### config.mk
export PLATFORM = sky130hd
export DESIGN_NAME = ict_cycle_timing
export DESIGN_NICKNAME = d
export VERILOG_FILES = /design/src/rtl/ict_pkg.sv /design/src/rtl/ict_addr_calc.sv /design/src/rtl/ict_cycle_timing.sv
export SDC_FILE = /design/constraint.sdc
export NUM_CORES = 1
export LEC_CHECK = 0
export BUFFER_PORTS_ARGS = -buffer_cell sky130_fd_sc_hd__buf_4
export CAP_MARGIN = 10
export CELL_PAD_IN_SITES_DETAIL_PLACEMENT = 0
export CELL_PAD_IN_SITES_GLOBAL_PLACEMENT = 1
export CORE_MARGIN = 2
export CORE_UTILIZATION = 43
export CTS_BUF_LIST = sky130_fd_sc_hd__clkbuf_16
export CTS_CLUSTER_SIZE = 10
export DETAILED_ROUTE_END_ITERATION = 16
export PLACE_DENSITY = 0.81
export SLEW_MARGIN = 20
export SYNTH_ARGS = -nofsm -noshare
export SYNTH_HDL_FRONTEND = slang
export SYNTH_SLANG_ARGS = --single-unit
### constraint.sdc
create_clock -name mclk -period 9.63 [get_ports mclk]
set_input_delay 0.963 -clock mclk [delete_from_list [all_inputs] [get_ports mclk]]
set_output_delay 0.963 -clock mclk [all_outputs]
set_load 0.005 [all_outputs]
### src/rtl/ict_pkg.sv
package ict_pkg;

    // ****************************************************************
    // Widths
    // ****************************************************************
    localparam int CLK_W   = 10;
    localparam int CNT_W   = 4;
    localparam int AC_CW   = 5;
    localparam int AC_RW   = 3;
    localparam int WAIT_W  = 8;
    localparam int DATA_W  = 16;

    // ****************************************************************
    // Encodings
    // ****************************************************************
    typedef enum logic [3:0] {
        OP_MOVE, OP_ADD, OP_SUB, OP_AND, OP_OR, COMPARE_OP, EXCLUSIVE_OR_OP,
        SIGNED_DIVIDE, UNSIGNED_DIVIDE, SIGNED_MULTIPLY, UNSIGNED_MULTIPLY
    } ict_op_e;

    typedef enum logic [3:0] {
        MODE_DATA_REGISTER_OPERAND, MODE_ADDRESS_REGISTER_OPERAND,
        MODE_INDIRECT, MODE_POSTINC, MODE_PREDEC, MODE_DISPLACEMENT,
        MODE_INDEXED, MODE_ABS_SHORT, MODE_ABS_LONG, MODE_PC_DISPLACEMENT,
        MODE_PC_INDEXED, MODE_IMMEDIATE
    } ict_mode_e;

    typedef enum logic [1:0] {SIZE_BYTE, SIZE_WORD, SIZE_LONG} ict_size_e;

    typedef enum logic [1:0] {
        FORM_TO_DATA_REG, FORM_TO_ADDR_REG, FORM_TO_MEMORY
    } ict_form_e;

    typedef struct packed {
        ict_op_e                 op;
        ict_size_e               size;
        ict_form_e               form;
        ict_mode_e               src_mode;
        ict_mode_e               dst_mode;
        logic [DATA_W-1:0]       src_data;
        logic [WAIT_W-1:0]       wait_clocks;
    } ict_req_s;

    typedef struct packed {
        logic [CLK_W-1:0]        clocks;
        logic [CNT_W-1:0]        reads;
        logic [CNT_W-1:0]        writes;
        logic                    illegal;
    } ict_res_s;

    // ****************************************************************
    // Address calculation costs, byte/word size, and the extra for long size
    // ****************************************************************
    localparam logic [AC_CW-1:0] AC_CLK_IND     = 5'h04;
    localparam logic [AC_CW-1:0] AC_CLK_POSTINC = 5'h04;
    localparam logic [AC_CW-1:0] AC_CLK_PREDEC  = 5'h06;
    localparam logic [AC_CW-1:0] AC_CLK_DISP    = 5'h08;
    localparam logic [AC_CW-1:0] AC_CLK_INDEXED = 5'h0a;
    localparam logic [AC_CW-1:0] AC_CLK_ABSW    = 5'h08;
    localparam logic [AC_CW-1:0] AC_CLK_ABSL    = 5'h0c;
    localparam logic [AC_CW-1:0] AC_CLK_PCDISP  = 5'h08;
    localparam logic [AC_CW-1:0] AC_CLK_PCINDEX = 5'h0a;
    localparam logic [AC_CW-1:0] AC_CLK_IMM     = 5'h04;
    localparam logic [AC_RW-1:0] AC_RD_ONE      = 3'h1;
    localparam logic [AC_RW-1:0] AC_RD_TWO      = 3'h2;
    localparam logic [AC_RW-1:0] AC_RD_THREE    = 3'h3;
    localparam logic [AC_CW-1:0] AC_LONG_CLK    = 5'h04;
    localparam logic [AC_RW-1:0] AC_LONG_RD     = 3'h1;

    // ****************************************************************
    // Instruction base costs
    // ****************************************************************
    localparam logic [CLK_W-1:0] BUS_CYCLE_CLK      = 10'h004;
    localparam logic [CLK_W-1:0] MOVE_BASE_CLK      = 10'h004;
    localparam logic [CLK_W-1:0] MOVE_LONG_DST_CLK  = 10'h004;
    localparam logic [CNT_W-1:0] BASE_RD            = 4'h1;
    localparam logic [CNT_W-1:0] WR_BYTE_WORD       = 4'h1;
    localparam logic [CNT_W-1:0] WR_LONG            = 4'h2;
    localparam logic [CLK_W-1:0] STD_REG_BW_CLK     = 10'h004;
    localparam logic [CLK_W-1:0] STD_REG_LONG_CLK   = 10'h006;
    localparam logic [CLK_W-1:0] STD_REG_LONG_RI    = 10'h008;
    localparam logic [CLK_W-1:0] ADD_AREG_BW_CLK    = 10'h008;
    localparam logic [CLK_W-1:0] CMP_AREG_CLK       = 10'h006;
    localparam logic [CLK_W-1:0] CMP_LONG_CLK       = 10'h006;
    localparam logic [CLK_W-1:0] XOR_REG_LONG_CLK   = 10'h008;
    localparam logic [CLK_W-1:0] STD_MEM_BW_CLK     = 10'h008;
    localparam logic [CLK_W-1:0] STD_MEM_LONG_CLK   = 10'h00c;
    localparam logic [CLK_W-1:0] SDIV_MAX_CLK       = 10'h09e;
    localparam logic [CLK_W-1:0] UDIV_MAX_CLK       = 10'h08c;
    localparam logic [CLK_W-1:0] MUL_BASE_CLK       = 10'h026;
    localparam logic [CLK_W-1:0] MUL_MAX_CLK        = 10'h046;

    // Reference points used by the checks
    localparam logic [CLK_W-1:0] MOVE_BYTE_WORST_CLK = 10'h01c;
    localparam logic [CNT_W-1:0] MOVE_BYTE_WORST_RD  = 4'h6;
    localparam logic [CLK_W-1:0] MOVE_REG_IND_L_CLK  = 10'h00c;
    localparam logic [CLK_W-1:0] MOVE_LONG_WORST_CLK = 10'h024;
    localparam logic [CNT_W-1:0] MOVE_LONG_WORST_RD  = 4'h7;

endpackage
### src/rtl/ict_addr_calc.sv
`timescale 1ns/1ps

module ict_addr_calc import ict_pkg::*; #(
    parameter int CW = AC_CW
) (
    input  wire ict_mode_e          mode,
    input  wire logic               long_size,
    input  wire logic               for_write,
    output logic [CW-1:0]           clocks,
    output logic [AC_RW-1:0]        reads,
    output logic                    is_memory,
    output logic                    known
);

    logic [CW-1:0]    clk_bw;
    logic [AC_RW-1:0] rd_bw;

    // Only read cycles are ever produced here; there is no write output.
    // Indexed modes have no input for index width: cost is the same.
    always_comb begin
        clk_bw    = '0;
        rd_bw     = '0;
        is_memory = 1'b1;
        known     = 1'b1;
        case (mode)
            MODE_DATA_REGISTER_OPERAND,
            MODE_ADDRESS_REGISTER_OPERAND: is_memory = 1'b0;
            MODE_INDIRECT:        begin clk_bw = AC_CLK_IND;     rd_bw = AC_RD_ONE;   end
            MODE_POSTINC:         begin clk_bw = AC_CLK_POSTINC; rd_bw = AC_RD_ONE;   end
            MODE_PREDEC: begin
                // A written destination needs no extra decrement time
                clk_bw = for_write ? AC_CLK_IND : AC_CLK_PREDEC;
                rd_bw  = AC_RD_ONE;
            end
            MODE_DISPLACEMENT:    begin clk_bw = AC_CLK_DISP;    rd_bw = AC_RD_TWO;   end
            MODE_INDEXED:         begin clk_bw = AC_CLK_INDEXED; rd_bw = AC_RD_TWO;   end
            MODE_ABS_SHORT:       begin clk_bw = AC_CLK_ABSW;    rd_bw = AC_RD_TWO;   end
            MODE_ABS_LONG:        begin clk_bw = AC_CLK_ABSL;    rd_bw = AC_RD_THREE; end
            MODE_PC_DISPLACEMENT: begin clk_bw = AC_CLK_PCDISP;  rd_bw = AC_RD_TWO;   end
            MODE_PC_INDEXED:      begin clk_bw = AC_CLK_PCINDEX; rd_bw = AC_RD_TWO;   end
            MODE_IMMEDIATE:       begin clk_bw = AC_CLK_IMM;     rd_bw = AC_RD_ONE;   end
            default: begin
                is_memory = 1'b0;
                known     = 1'b0;
            end
        endcase
    end

    // A long memory operand costs one more bus read of four clocks
    always_comb begin
        if (long_size && is_memory) begin
            clocks = CW'(clk_bw + AC_LONG_CLK);
            reads  = AC_RW'(rd_bw + AC_LONG_RD);
        end else begin
            clocks = clk_bw;
            reads  = rd_bw;
        end
    end

endmodule // ict_addr_calc

### src/rtl/ict_cycle_timing.sv
`timescale 1ns/1ps


module ict_cycle_timing import ict_pkg::*; (
    input  wire logic       mclk,
    input  wire logic       rst,
    input  wire logic       req_valid,
    input  wire ict_req_s   req,
    output logic            req_ready,
    output logic            res_valid,
    output ict_res_s        res
);

    // ****************************************************************
    // Address calculation for source and destination
    // ****************************************************************
    logic              is_move;
    logic              is_long;
    logic              word_src_op;
    logic [AC_CW-1:0]  src_clk;
    logic [AC_RW-1:0]  src_rd;
    logic              src_mem;
    logic              src_known;
    logic [AC_CW-1:0]  dst_clk;
    logic [AC_RW-1:0]  dst_rd;
    logic              dst_mem;
    logic              dst_known;

    assign is_move     = (req.op == OP_MOVE);
    assign is_long     = (req.size == SIZE_LONG);
    // Divide and multiply always take a 16-bit source operand
    assign word_src_op = (req.op == SIGNED_DIVIDE) || (req.op == UNSIGNED_DIVIDE) ||
                         (req.op == SIGNED_MULTIPLY) || (req.op == UNSIGNED_MULTIPLY);

    ict_addr_calc #(
        .CW        (AC_CW)
    ) u_src_calc (
        .mode      (req.src_mode),
        .long_size (is_long && !word_src_op),
        .for_write (1'b0),
        .clocks    (src_clk),
        .reads     (src_rd),
        .is_memory (src_mem),
        .known     (src_known)
    );

    // A move destination is costed at byte size; long adds its second write later
    ict_addr_calc #(
        .CW        (AC_CW)
    ) u_dst_calc (
        .mode      (req.dst_mode),
        .long_size (is_long && !is_move),
        .for_write (is_move),
        .clocks    (dst_clk),
        .reads     (dst_rd),
        .is_memory (dst_mem),
        .known     (dst_known)
    );

    // ****************************************************************
    // Data dependent multiply count
    // ****************************************************************
    function automatic logic [4:0] ones16(input logic [DATA_W-1:0] v);
        logic [4:0] c;
        c = 5'h00;
        for (int i = 0; i < DATA_W; i++) begin
            c = c + {4'h0, v[i]};
        end
        return c;
    endfunction

    logic [4:0]       mul_n;
    logic [CLK_W-1:0] mul_clk;

    always_comb begin
        if (req.op == SIGNED_MULTIPLY) begin
            // Zero appended below bit 0; each differing neighbour pair counts
            mul_n = ones16(req.src_data ^ {req.src_data[DATA_W-2:0], 1'b0});
        end else begin
            mul_n = ones16(req.src_data);
        end
        mul_clk = CLK_W'(MUL_BASE_CLK + CLK_W'({mul_n, 1'b0}));
    end

    // ****************************************************************
    // Cost selection
    // ****************************************************************
    logic             dst_writable;
    logic             src_reg_or_imm;
    logic [CLK_W-1:0] long_base;
    logic [CLK_W-1:0] base_clk;
    logic [CNT_W-1:0] base_rd;
    logic [CNT_W-1:0] base_wr;
    logic [CLK_W-1:0] add_clk;
    logic [CNT_W-1:0] add_rd;
    logic             bad;
    ict_res_s         res_next;

    assign dst_writable   = dst_mem && (req.dst_mode != MODE_PC_DISPLACEMENT) &&
                            (req.dst_mode != MODE_PC_INDEXED) &&
                            (req.dst_mode != MODE_IMMEDIATE);
    assign src_reg_or_imm = !src_mem || (req.src_mode == MODE_IMMEDIATE);
    assign long_base      = src_reg_or_imm ? STD_REG_LONG_RI : STD_REG_LONG_CLK;

    always_comb begin
        base_clk = '0;
        base_rd  = BASE_RD;
        base_wr  = '0;
        add_clk  = CLK_W'(src_clk);
        add_rd   = CNT_W'(src_rd);
        bad      = !src_known;
        case (req.op)
            OP_MOVE: begin
                // Fetch plus source reads plus destination extension reads and stores, nothing else
                base_clk = MOVE_BASE_CLK;
                bad      = !src_known || !dst_known ||
                           (dst_mem && !dst_writable);
                if (dst_mem) begin
                    add_clk = CLK_W'(CLK_W'(src_clk) + CLK_W'(dst_clk) +
                                     (is_long ? MOVE_LONG_DST_CLK : '0));
                    add_rd  = CNT_W'(CNT_W'(src_rd) + CNT_W'(dst_rd) - 4'h1);
                    base_wr = is_long ? WR_LONG : WR_BYTE_WORD;
                end
            end
            OP_ADD, OP_SUB, OP_AND, OP_OR: begin
                case (req.form)
                    FORM_TO_DATA_REG: begin
                        base_clk = is_long ? long_base : STD_REG_BW_CLK;
                    end
                    FORM_TO_ADDR_REG: begin
                        // Logic ops have no address register form at all
                        bad      = bad || (req.size == SIZE_BYTE) ||
                                   (req.op == OP_AND) || (req.op == OP_OR);
                        base_clk = is_long ? long_base : ADD_AREG_BW_CLK;
                    end
                    FORM_TO_MEMORY: begin
                        base_clk = is_long ? STD_MEM_LONG_CLK : STD_MEM_BW_CLK;
                        base_wr  = is_long ? WR_LONG : WR_BYTE_WORD;
                        add_clk  = CLK_W'(dst_clk);
                        add_rd   = CNT_W'(dst_rd);
                        bad      = !dst_writable;
                    end
                    default: bad = 1'b1;
                endcase
            end
            COMPARE_OP: begin
                case (req.form)
                    FORM_TO_DATA_REG: base_clk = is_long ? CMP_LONG_CLK : STD_REG_BW_CLK;
                    FORM_TO_ADDR_REG: begin
                        bad      = bad || (req.size == SIZE_BYTE);
                        base_clk = CMP_AREG_CLK;
                    end
                    default: bad = 1'b1;
                endcase
            end
            EXCLUSIVE_OR_OP: begin
                case (req.form)
                    FORM_TO_DATA_REG: begin
                        bad      = (req.src_mode != MODE_DATA_REGISTER_OPERAND);
                        base_clk = is_long ? XOR_REG_LONG_CLK : STD_REG_BW_CLK;
                        add_clk  = '0;
                        add_rd   = '0;
                    end
                    FORM_TO_MEMORY: begin
                        base_clk = is_long ? STD_MEM_LONG_CLK : STD_MEM_BW_CLK;
                        base_wr  = is_long ? WR_LONG : WR_BYTE_WORD;
                        add_clk  = CLK_W'(dst_clk);
                        add_rd   = CNT_W'(dst_rd);
                        bad      = !dst_writable;
                    end
                    default: bad = 1'b1;
                endcase
            end
            SIGNED_DIVIDE, UNSIGNED_DIVIDE: begin
                // Worst case only; the best case lies within ten percent of it
                base_clk = (req.op == SIGNED_DIVIDE) ? SDIV_MAX_CLK : UDIV_MAX_CLK;
                bad      = bad || (req.form != FORM_TO_DATA_REG);
            end
            SIGNED_MULTIPLY, UNSIGNED_MULTIPLY: begin
                base_clk = mul_clk;
                bad      = bad || (req.form != FORM_TO_DATA_REG);
            end
            default: bad = 1'b1;
        endcase
    end

    // Wait states stretch the total; the bus cycle count is unchanged
    always_comb begin
        res_next.illegal = bad;
        if (bad) begin
            res_next.clocks = '0;
            res_next.reads  = '0;
            res_next.writes = '0;
        end else begin
            res_next.clocks = CLK_W'(base_clk + add_clk + CLK_W'(req.wait_clocks));
            res_next.reads  = CNT_W'(base_rd + add_rd);
            res_next.writes = base_wr;
        end
    end

    // ****************************************************************
    // Result register
    // ****************************************************************
    // Combinational lookup with a single registered stage: always ready
    assign req_ready = 1'b1;

    always_ff @(posedge mclk) begin
        if (rst) begin
            res_valid <= 1'b0;
        end else begin
            res_valid <= req_valid;
        end
    end

    always_ff @(posedge mclk) begin
        if (rst) begin
            res <= '0;
        end else if (req_valid) begin
            res <= res_next;
        end
    end

    // ****************************************************************
    // Checks
    // ****************************************************************
    a_resp_latency: assert property (@(posedge mclk) disable iff (rst)
        req_valid |=> res_valid)
        else $error("result did not follow request");

    a_bus_floor: assert property (@(posedge mclk) disable iff (rst)
        (res_valid && !res.illegal) |->
        (res.clocks >= CLK_W'(BUS_CYCLE_CLK * (res.reads + res.writes))))
        else $error("clock count below bus cycle floor");

    a_wait_added: assert property (@(posedge mclk) disable iff (rst)
        (req_valid && !bad) |=>
        (res.clocks >= CLK_W'($past(req.wait_clocks)) +
                       CLK_W'(BUS_CYCLE_CLK * (res.reads + res.writes))))
        else $error("wait states not added");

    a_move_byte_ends: assert property (@(posedge mclk) disable iff (rst)
        (req_valid && is_move && req.size == SIZE_BYTE && req.wait_clocks == '0 &&
         req.src_mode == MODE_ABS_LONG && req.dst_mode == MODE_ABS_LONG) |=>
        (res.clocks == MOVE_BYTE_WORST_CLK && res.reads == MOVE_BYTE_WORST_RD &&
         res.writes == WR_BYTE_WORD))
        else $error("byte move worst case wrong");

    a_move_long_mem: assert property (@(posedge mclk) disable iff (rst)
        (req_valid && is_move && is_long && req.wait_clocks == '0 &&
         req.src_mode == MODE_DATA_REGISTER_OPERAND && req.dst_mode == MODE_INDIRECT) |=>
        (res.clocks == MOVE_REG_IND_L_CLK && res.reads == BASE_RD && res.writes == WR_LONG))
        else $error("long move to indirect wrong");

    a_move_long_worst: assert property (@(posedge mclk) disable iff (rst)
        (req_valid && is_move && is_long && req.wait_clocks == '0 &&
         req.src_mode == MODE_ABS_LONG && req.dst_mode == MODE_ABS_LONG) |=>
        (res.clocks == MOVE_LONG_WORST_CLK && res.reads == MOVE_LONG_WORST_RD))
        else $error("long move worst case wrong");

    a_no_reg_writes: assert property (@(posedge mclk) disable iff (rst)
        (req_valid && !is_move && req.form != FORM_TO_MEMORY) |=> (res.writes == '0))
        else $error("write cycle without memory destination");

    a_areg_no_byte: assert property (@(posedge mclk) disable iff (rst)
        (req_valid && !is_move && req.form == FORM_TO_ADDR_REG && req.size == SIZE_BYTE)
        |=> res.illegal)
        else $error("byte to address register accepted");

    a_xor_src_only: assert property (@(posedge mclk) disable iff (rst)
        (req_valid && req.op == EXCLUSIVE_OR_OP && req.form == FORM_TO_DATA_REG &&
         req.src_mode != MODE_DATA_REGISTER_OPERAND) |=> res.illegal)
        else $error("exclusive-or source not refused");

    a_cmp_no_mem: assert property (@(posedge mclk) disable iff (rst)
        (req_valid && req.op == COMPARE_OP && req.form == FORM_TO_MEMORY) |=> res.illegal)
        else $error("compare to memory accepted");

    a_div_bound: assert property (@(posedge mclk) disable iff (rst)
        (req_valid && req.op == UNSIGNED_DIVIDE && !bad && req.wait_clocks == '0 &&
         !src_mem) |=> (res.clocks == UDIV_MAX_CLK))
        else $error("unsigned divide time wrong");

    a_mul_range: assert property (@(posedge mclk) disable iff (rst)
        (req_valid && word_src_op && req.op != SIGNED_DIVIDE && req.op != UNSIGNED_DIVIDE &&
         !bad && req.wait_clocks == '0 && !src_mem) |=>
        (res.clocks >= MUL_BASE_CLK && res.clocks <= MUL_MAX_CLK && !res.clocks[0]))
        else $error("multiply time out of range");

    a_long_reg_base: assert property (@(posedge mclk) disable iff (rst)
        (req_valid && req.op == OP_ADD && is_long && req.form == FORM_TO_DATA_REG &&
         req.src_mode == MODE_DATA_REGISTER_OPERAND && req.wait_clocks == '0) |=>
        (res.clocks == STD_REG_LONG_RI))
        else $error("long register base not raised");

endmodule // ict_cycle_timing

== Yosys cells after proc, flatten, opt, wreduce, memory -nomap -nowiden ==
Index checks and enable logic that the tools add are counted.

* Multipliers: 0
* Divide/modulo/power cells: 0
* Magnitude comparators: 0
* Equal/unequal tests: 38
* Bitwise operators: 1
* Muxes and demuxes: 43
* Reduce and logical (&&, ||, !) cells: 50
* Add/subtract/negate cells: 42
* Shift-type cells: 0

{| class="wikitable"
|+ Operators with widths
! kind !! number
|-
| adder 5 x 1 -> 5 bit || 22
|-
| equality test 4 x 3 -> 1 bit, second input constant || 12
|-
| case mux 8 bit (6 select lines) || 1
|-
| equality test 4 bit, second input constant || 11
|-
| two-way mux 5 bit || 5
|-
| case mux 5 bit (5 select lines) || 1
|-
| equality test 4 x 2 -> 1 bit, second input constant || 6
|-
| case mux 4 bit (3 select lines) || 2
|-
| OR reduction 12 bit || 2
|-
| case mux 7 bit (3 select lines) || 1
|-
| two-way mux 4 bit || 5
|-
| case mux 4 bit (5 select lines) || 1
|-
| OR reduction 10 bit || 2
|-
| two-way mux 18 bit || 1
|-
| OR reduction 4 bit || 4
|-
| XOR 16 bit || 1
|-
| two-way mux 3 bit || 5
|-
| OR reduction 5 bit || 3
|-
| equality test 4 x 1 -> 1 bit, second input constant || 3
|-
| logical NOT 4 bit || 3
|-
| inequality test 4 bit, second input constant || 3
|-
| case mux 2 bit (3 select lines) || 2
|-
| case mux 3 bit (2 select lines) || 2
|-
| OR reduction 3 bit || 4
|-
| other kinds (33) || 72
|}

* Input port bits: 43
* Memories: 0
* Latch bits: 0
* RAM bits: 0
* Register bits after elaboration: 20
* Memory bits (read-only): 0
* Word-level logic and storage cells: 179

== Depth between registers and ports, before layout ==
* Depth after elaboration: 22
* Depth in mapped cells: 25
* Gate-level depth less buffers: 25

== Modules after synthesis ==
From an unflattened synthesis, not the netlist that was laid out.

* Cells, all modules: 450
* Area, all modules: 3648.5 µm²

{| class="wikitable"
|+ Modules (own cells, without submodules)
! module !! area each (µm²) !! times used !! cells an instance
|-
| ict_cycle_timing || 3110.5 || 1 || 364
|-
| ict_addr_calc || 269.0 || 2 || 43
|}

== Least setup slack after synthesis ==
OpenSTA, ideal clock, no wires.

* Kind: in2reg
* From: input req[13] (netlist name)
* To: register res[17] (netlist name)
* Stages: 24
* Setup slack: 2.558 ns
* Path buffers: 0
* Data arrival time: 6.955 ns
* Setup time: 0.117 ns
* Data required time: 9.513 ns
* Path through: xor2_1 > fa_1 > fa_1 > fa_1 > inv_1 > fa_1 > inv_1 > ha_1 > fa_1 > mux2i_1 > ha_1 > or3b_2 > a21oi_1 > a211oi_1 > o21ai_0 > fa_1 > ha_1 > fa_1 > a21oi_1 > o21bai_1 > a21o_1 > a21oi_1 > xnor2_1 > a22o_1

* Word-level cells in the longest chain between the ends: 18

{| class="wikitable"
|+ RTL lines
! what !! line !! text
|-
| from (decl) || ict_cycle_timing.sv:8 || <nowiki>input wire ict_req_s req,</nowiki>
|-
| XOR 16 bit || ict_cycle_timing.sv:78 || <nowiki>mul_n = ones16(req.src_data ^ {req.src_data[DATA_W-2:0], 1'b0});</nowiki>
|-
| adder 5 x 1 -> 5 bit (11 in a row) || ict_cycle_timing.sv:67 || <nowiki>c = c + {4'h0, v[i]};</nowiki>
|-
| two-way mux 5 bit (*) || ict_cycle_timing.sv:76 || <nowiki>if (req.op == SIGNED_MULTIPLY) begin</nowiki>
|-
| adder 6 x 6 -> 7 bit (*) || ict_cycle_timing.sv:82 || <nowiki>mul_clk = CLK_W'(MUL_BASE_CLK + CLK_W'({mul_n, 1'b0}));</nowiki>
|-
| case mux 8 bit (6 select lines) (*) || ict_cycle_timing.sv:112 || <nowiki>case (req.op)</nowiki>
|-
| adder 10 bit (*) || ict_cycle_timing.sv:195 || <nowiki>res_next.clocks = CLK_W'(base_clk + add_clk + CLK_W'(req.wait_clocks));</nowiki>
|-
| adder 10 x 8 -> 10 bit (*) || ict_cycle_timing.sv:195 ||
|-
| two-way mux 18 bit (*) || ict_cycle_timing.sv:190 || <nowiki>if (bad) begin</nowiki>
|-
| to (signal assigned) || ict_cycle_timing.sv:219 || <nowiki>res <= res_next;</nowiki>
|-
| to (decl) || ict_cycle_timing.sv:11 || <nowiki>output ict_res_s res</nowiki>
|}

Mark *: on every way between the ends. The rest lies on a longest branch, timed or not.
A chain may end at the register's enable or synchronous reset.

== Worst setup path after layout ==
Same ends and word-level chain as after synthesis.

==> results.md <==
* Area after DPL at between 3000 and 4000 um2
* I/O Buffers at 60
* Post-synth top cells: 52 x inv_1, 34 x ha_1, 29 x fa_1, 21 x nor2_1
* Cell variety after synth at 76
* Core area at 7647 um2
* Postcts setup bufs at 0
* HP Class: flop to flop
* Max Freq at ~0.14 GHz
* H-tree depth at 1
* FF-to-FF setup slack at about 8.9 ns
* Most common cell in the netlist: inv_1
* Pre-CTS setup slack at approximately 2.1 ns
* Initial antenna violation count at 0
* Gpl congestion at approximately 0.9
* Pwr dens at approximately 170 nW/um2
* CTS sink cnt at 18
* Lkg Pwr at ~1.9 nW
* Seq pwr share at a little over an eighth
* Min-delay src: res[5]
* Fill cells at 760
* Wire per inst at between 10 and 15 um
* Power Internal at about 360 uW
* PostCTS Resize Cnt at 0
* Grt ovf at 0
* Hpwl dp at between 6 and 7 mm
* Period utilisation layout at 75.52%
* Skew-Pair Late Insertion Delay at between 0.2 and 0.3 ns
* XOR/XNOR Fraction of Synth Area at under 10%
* CTS Buf Count at 3
* R2r startpoint: res[8]
* Clock Tree Buf Depth at 2
* Pin count of the biggest net entering global routing at 14
* Post-synthesis to final-layout area growth at 15.93%
* Tot Pwr at 649.5 uW
* Via density at approximately 5.3
* R2r endpoint: res[8]
* Reg clk slew, reported paths at roughly 0.050 ns
* Main synth FF type: dfxtp_1
* Compound-Gate Fraction of Synth Area at around 20%
* Worst R2R Path Depth at 1
* CP Data Arrival Time at between 7 and 8 ns
* Clock skew at 0 ns
* Mean post-synth cell area at approximately 8.8 um2
* Seq/Total Area, Yosys at 10.72%
* Die Area at roughly 8500 um2
* RSZ-0062 raised after global routing: false
* Post-Synth Adder-Cell Area at 29.92%
* Global Route Usage Sum at 19.25%
* Crit start category: input port
* Initial core utilization at a little over two fifths
* Total wire length at between 7 and 8 mm
* CTS Root Buffer Type: clkbuf_16
* # IOs at 64
* Combinational share of power at 73.8%
* Vias in the first global route at around 2900
* 1st-iter DRT viols at 105
* Biggest area consumer among synthesized cells: fa_1
* Vias at approximately 2800
* Post-synth EDFFs at 0
* Post-Place Cells at 530
* Core Util, Final at approximately half
* Switching Power at ~300 uW
* WS Path Type: input port to flop
* # setup viols final at 0
* Final antenna-violating net count at 0
* Hold Vio Cnt, Final at 0
* Nets at between 500 and 600
* Final hold slack at 0.4642 ns
* Top post-synthesis cells by area: fa_1 17%, ha_1 13%, dfxtp_1 11%
* Share of the synthesized area in the top cell type at 17.27%
* Worst VDD drop at between 0.08 and 0.09 mV
* # DRC at 0
* Finished Layout Cells at 534
* Outcome: completed
* Setup crit end kind: flop
* Ant diodes at 0
* Worst path required time at just under 10 ns
* Initial DRT Pass Iterations at 4
* Worst-margin pin slew at around 0.96 ns
* Fin area at approximately 3900 um2
* Slew margin rel. at 36.03%
* Hold EP: res[5]
* First-pass GRT wire length at between 10 and 15 mm
* Synth Cell Area at about 3400 um2
* CTS tree: done
* Die Wd at around 92 um
* Switching Fraction at between 40% and 50%
* Simple-gate share of the synthesized area at 18.05%
* CTS Hold Buffers Added at 0
* Synth warnings at 0
* Clk pwr share at approximately an eighth
* FP Rows at 32
* Mux cell area share after synthesis at 1.824%
* Number of synthesized register bits at 18
* Post-synth ARST share at 0%
* Syn Inst Count at between 300 and 400
* Slew Limit Fails at 0
* Max cap viols at 0
* Max Fanout on Critical Path at 3
* Fin crit period at approximately 7.3 ns
* Die H at about 90 um
* Hold Path Cell Cnt at 2
* Largest family of logic cells by synthesized area: adder cells
* Fin worst setup slack at 2.357 ns
* Share of cells above drive strength 1 at approximately 20%
* Setup tns final at 0 ns
-- critical path, stage by stage --
cell	delay, ns
buf_4	0.12
xor2_1	0.17
fa_1	0.56
fa_1	0.44
fa_1	0.55
inv_1	0.05
fa_1	0.52
inv_1	0.04
ha_1	0.21
fa_1	0.45
mux2i_1	0.20
ha_1	0.25
or3b_2	0.46
a21oi_1	0.15
a211oi_1	0.06
o21ai_0	0.14
fa_1	0.48
ha_1	0.23
fa_1	0.47
a21oi_1	0.16
o21bai_1	0.11
a21o_1	0.19
a21oi_1	0.19
xnor2_1	0.08
a22o_1	0.17
-- cell usage in the layout (no fill, tap or decap), types with 9 or more instances in the layout --
cell type and n:
inv_1 52, o21ai_0 11, a21oi_1 19, dfxtp_1 18, xor2_1 19, fa_1 29
xnor2_1 16, nor2_1 21, nand2_1 18, buf_4 61, a22o_1 9, ha_1 34
nand2b_1 10
-- flip-flops by register name, indices dropped and copies added, names as in the netlist --
signal,cells
res,17
res_valid,1
-- routing by layer --
| metal | global-route usage, % | part of all wire (%) | vias to the layer above |
|---|---|---|---|
| li1 | - | - | 1421 |
| met1 | 22.50 | 41 | 1320 |
| met2 | 36.92 | 54 | 54 |
| met3 | 1.709 | 3.0 | 12 |
| met4 | 5.721 | 2.6 | 0 |
| met5 | 0 | 0 | - |
-- kinds of logic (layout without fill, tap and decap cells) --
family                   Yosys count  count (layout)
AO/OA/AOI/OAI                     91              91
other                              2               3
buffers and inverters             69             118
XOR/XNOR                          36              36
flip-flops                        18              18
AND/OR/NAND/NOR                   97              97
multiplexers                       6               6
adder cells (fa/ha/maj)           63              63
-- worst max-delay path by stage --
stage,startpoint,endpoint,slack (ns)
floorplan,req[13],res[17],2.56
global placement,req[13],res[17],2.15
detailed placement,req[18],res[17],2.09
CTS,req[18],res[17],2.33
global route,req[18],res[17],2.03
finish,req[13],res[17],2.36
-- power by group through the flow --
stage	combinational (mW)	sequential (mW)	clock, mW
3_5_place_dp	0.484	0.0857	0
2_1_floorplan	0.363	0.0859	0
5_1_grt	0.554	0.0850	0.0901
3_3_place_gp	0.470	0.0856	0
4_1_cts	0.490	0.0842	0.0876
6_report	0.479	0.0842	0.0859
-- final cells by class --
type / count / area (um2) / share of cell area, %
multi-input cells: 296 / 2674 / 68.60
flip-flops and latches: 18 / 360.3 / 9.246
clock buffers: 3 / 75.07 / 1.926
inverters: 53 / 198.9 / 5.104
well taps: 102 / 127.6 / 3.274
repair buffers: 61 / 457.9 / 11.75
clock inverters: 1 / 3.754 / 0.09631
Power figures use the tool's default switching activity.
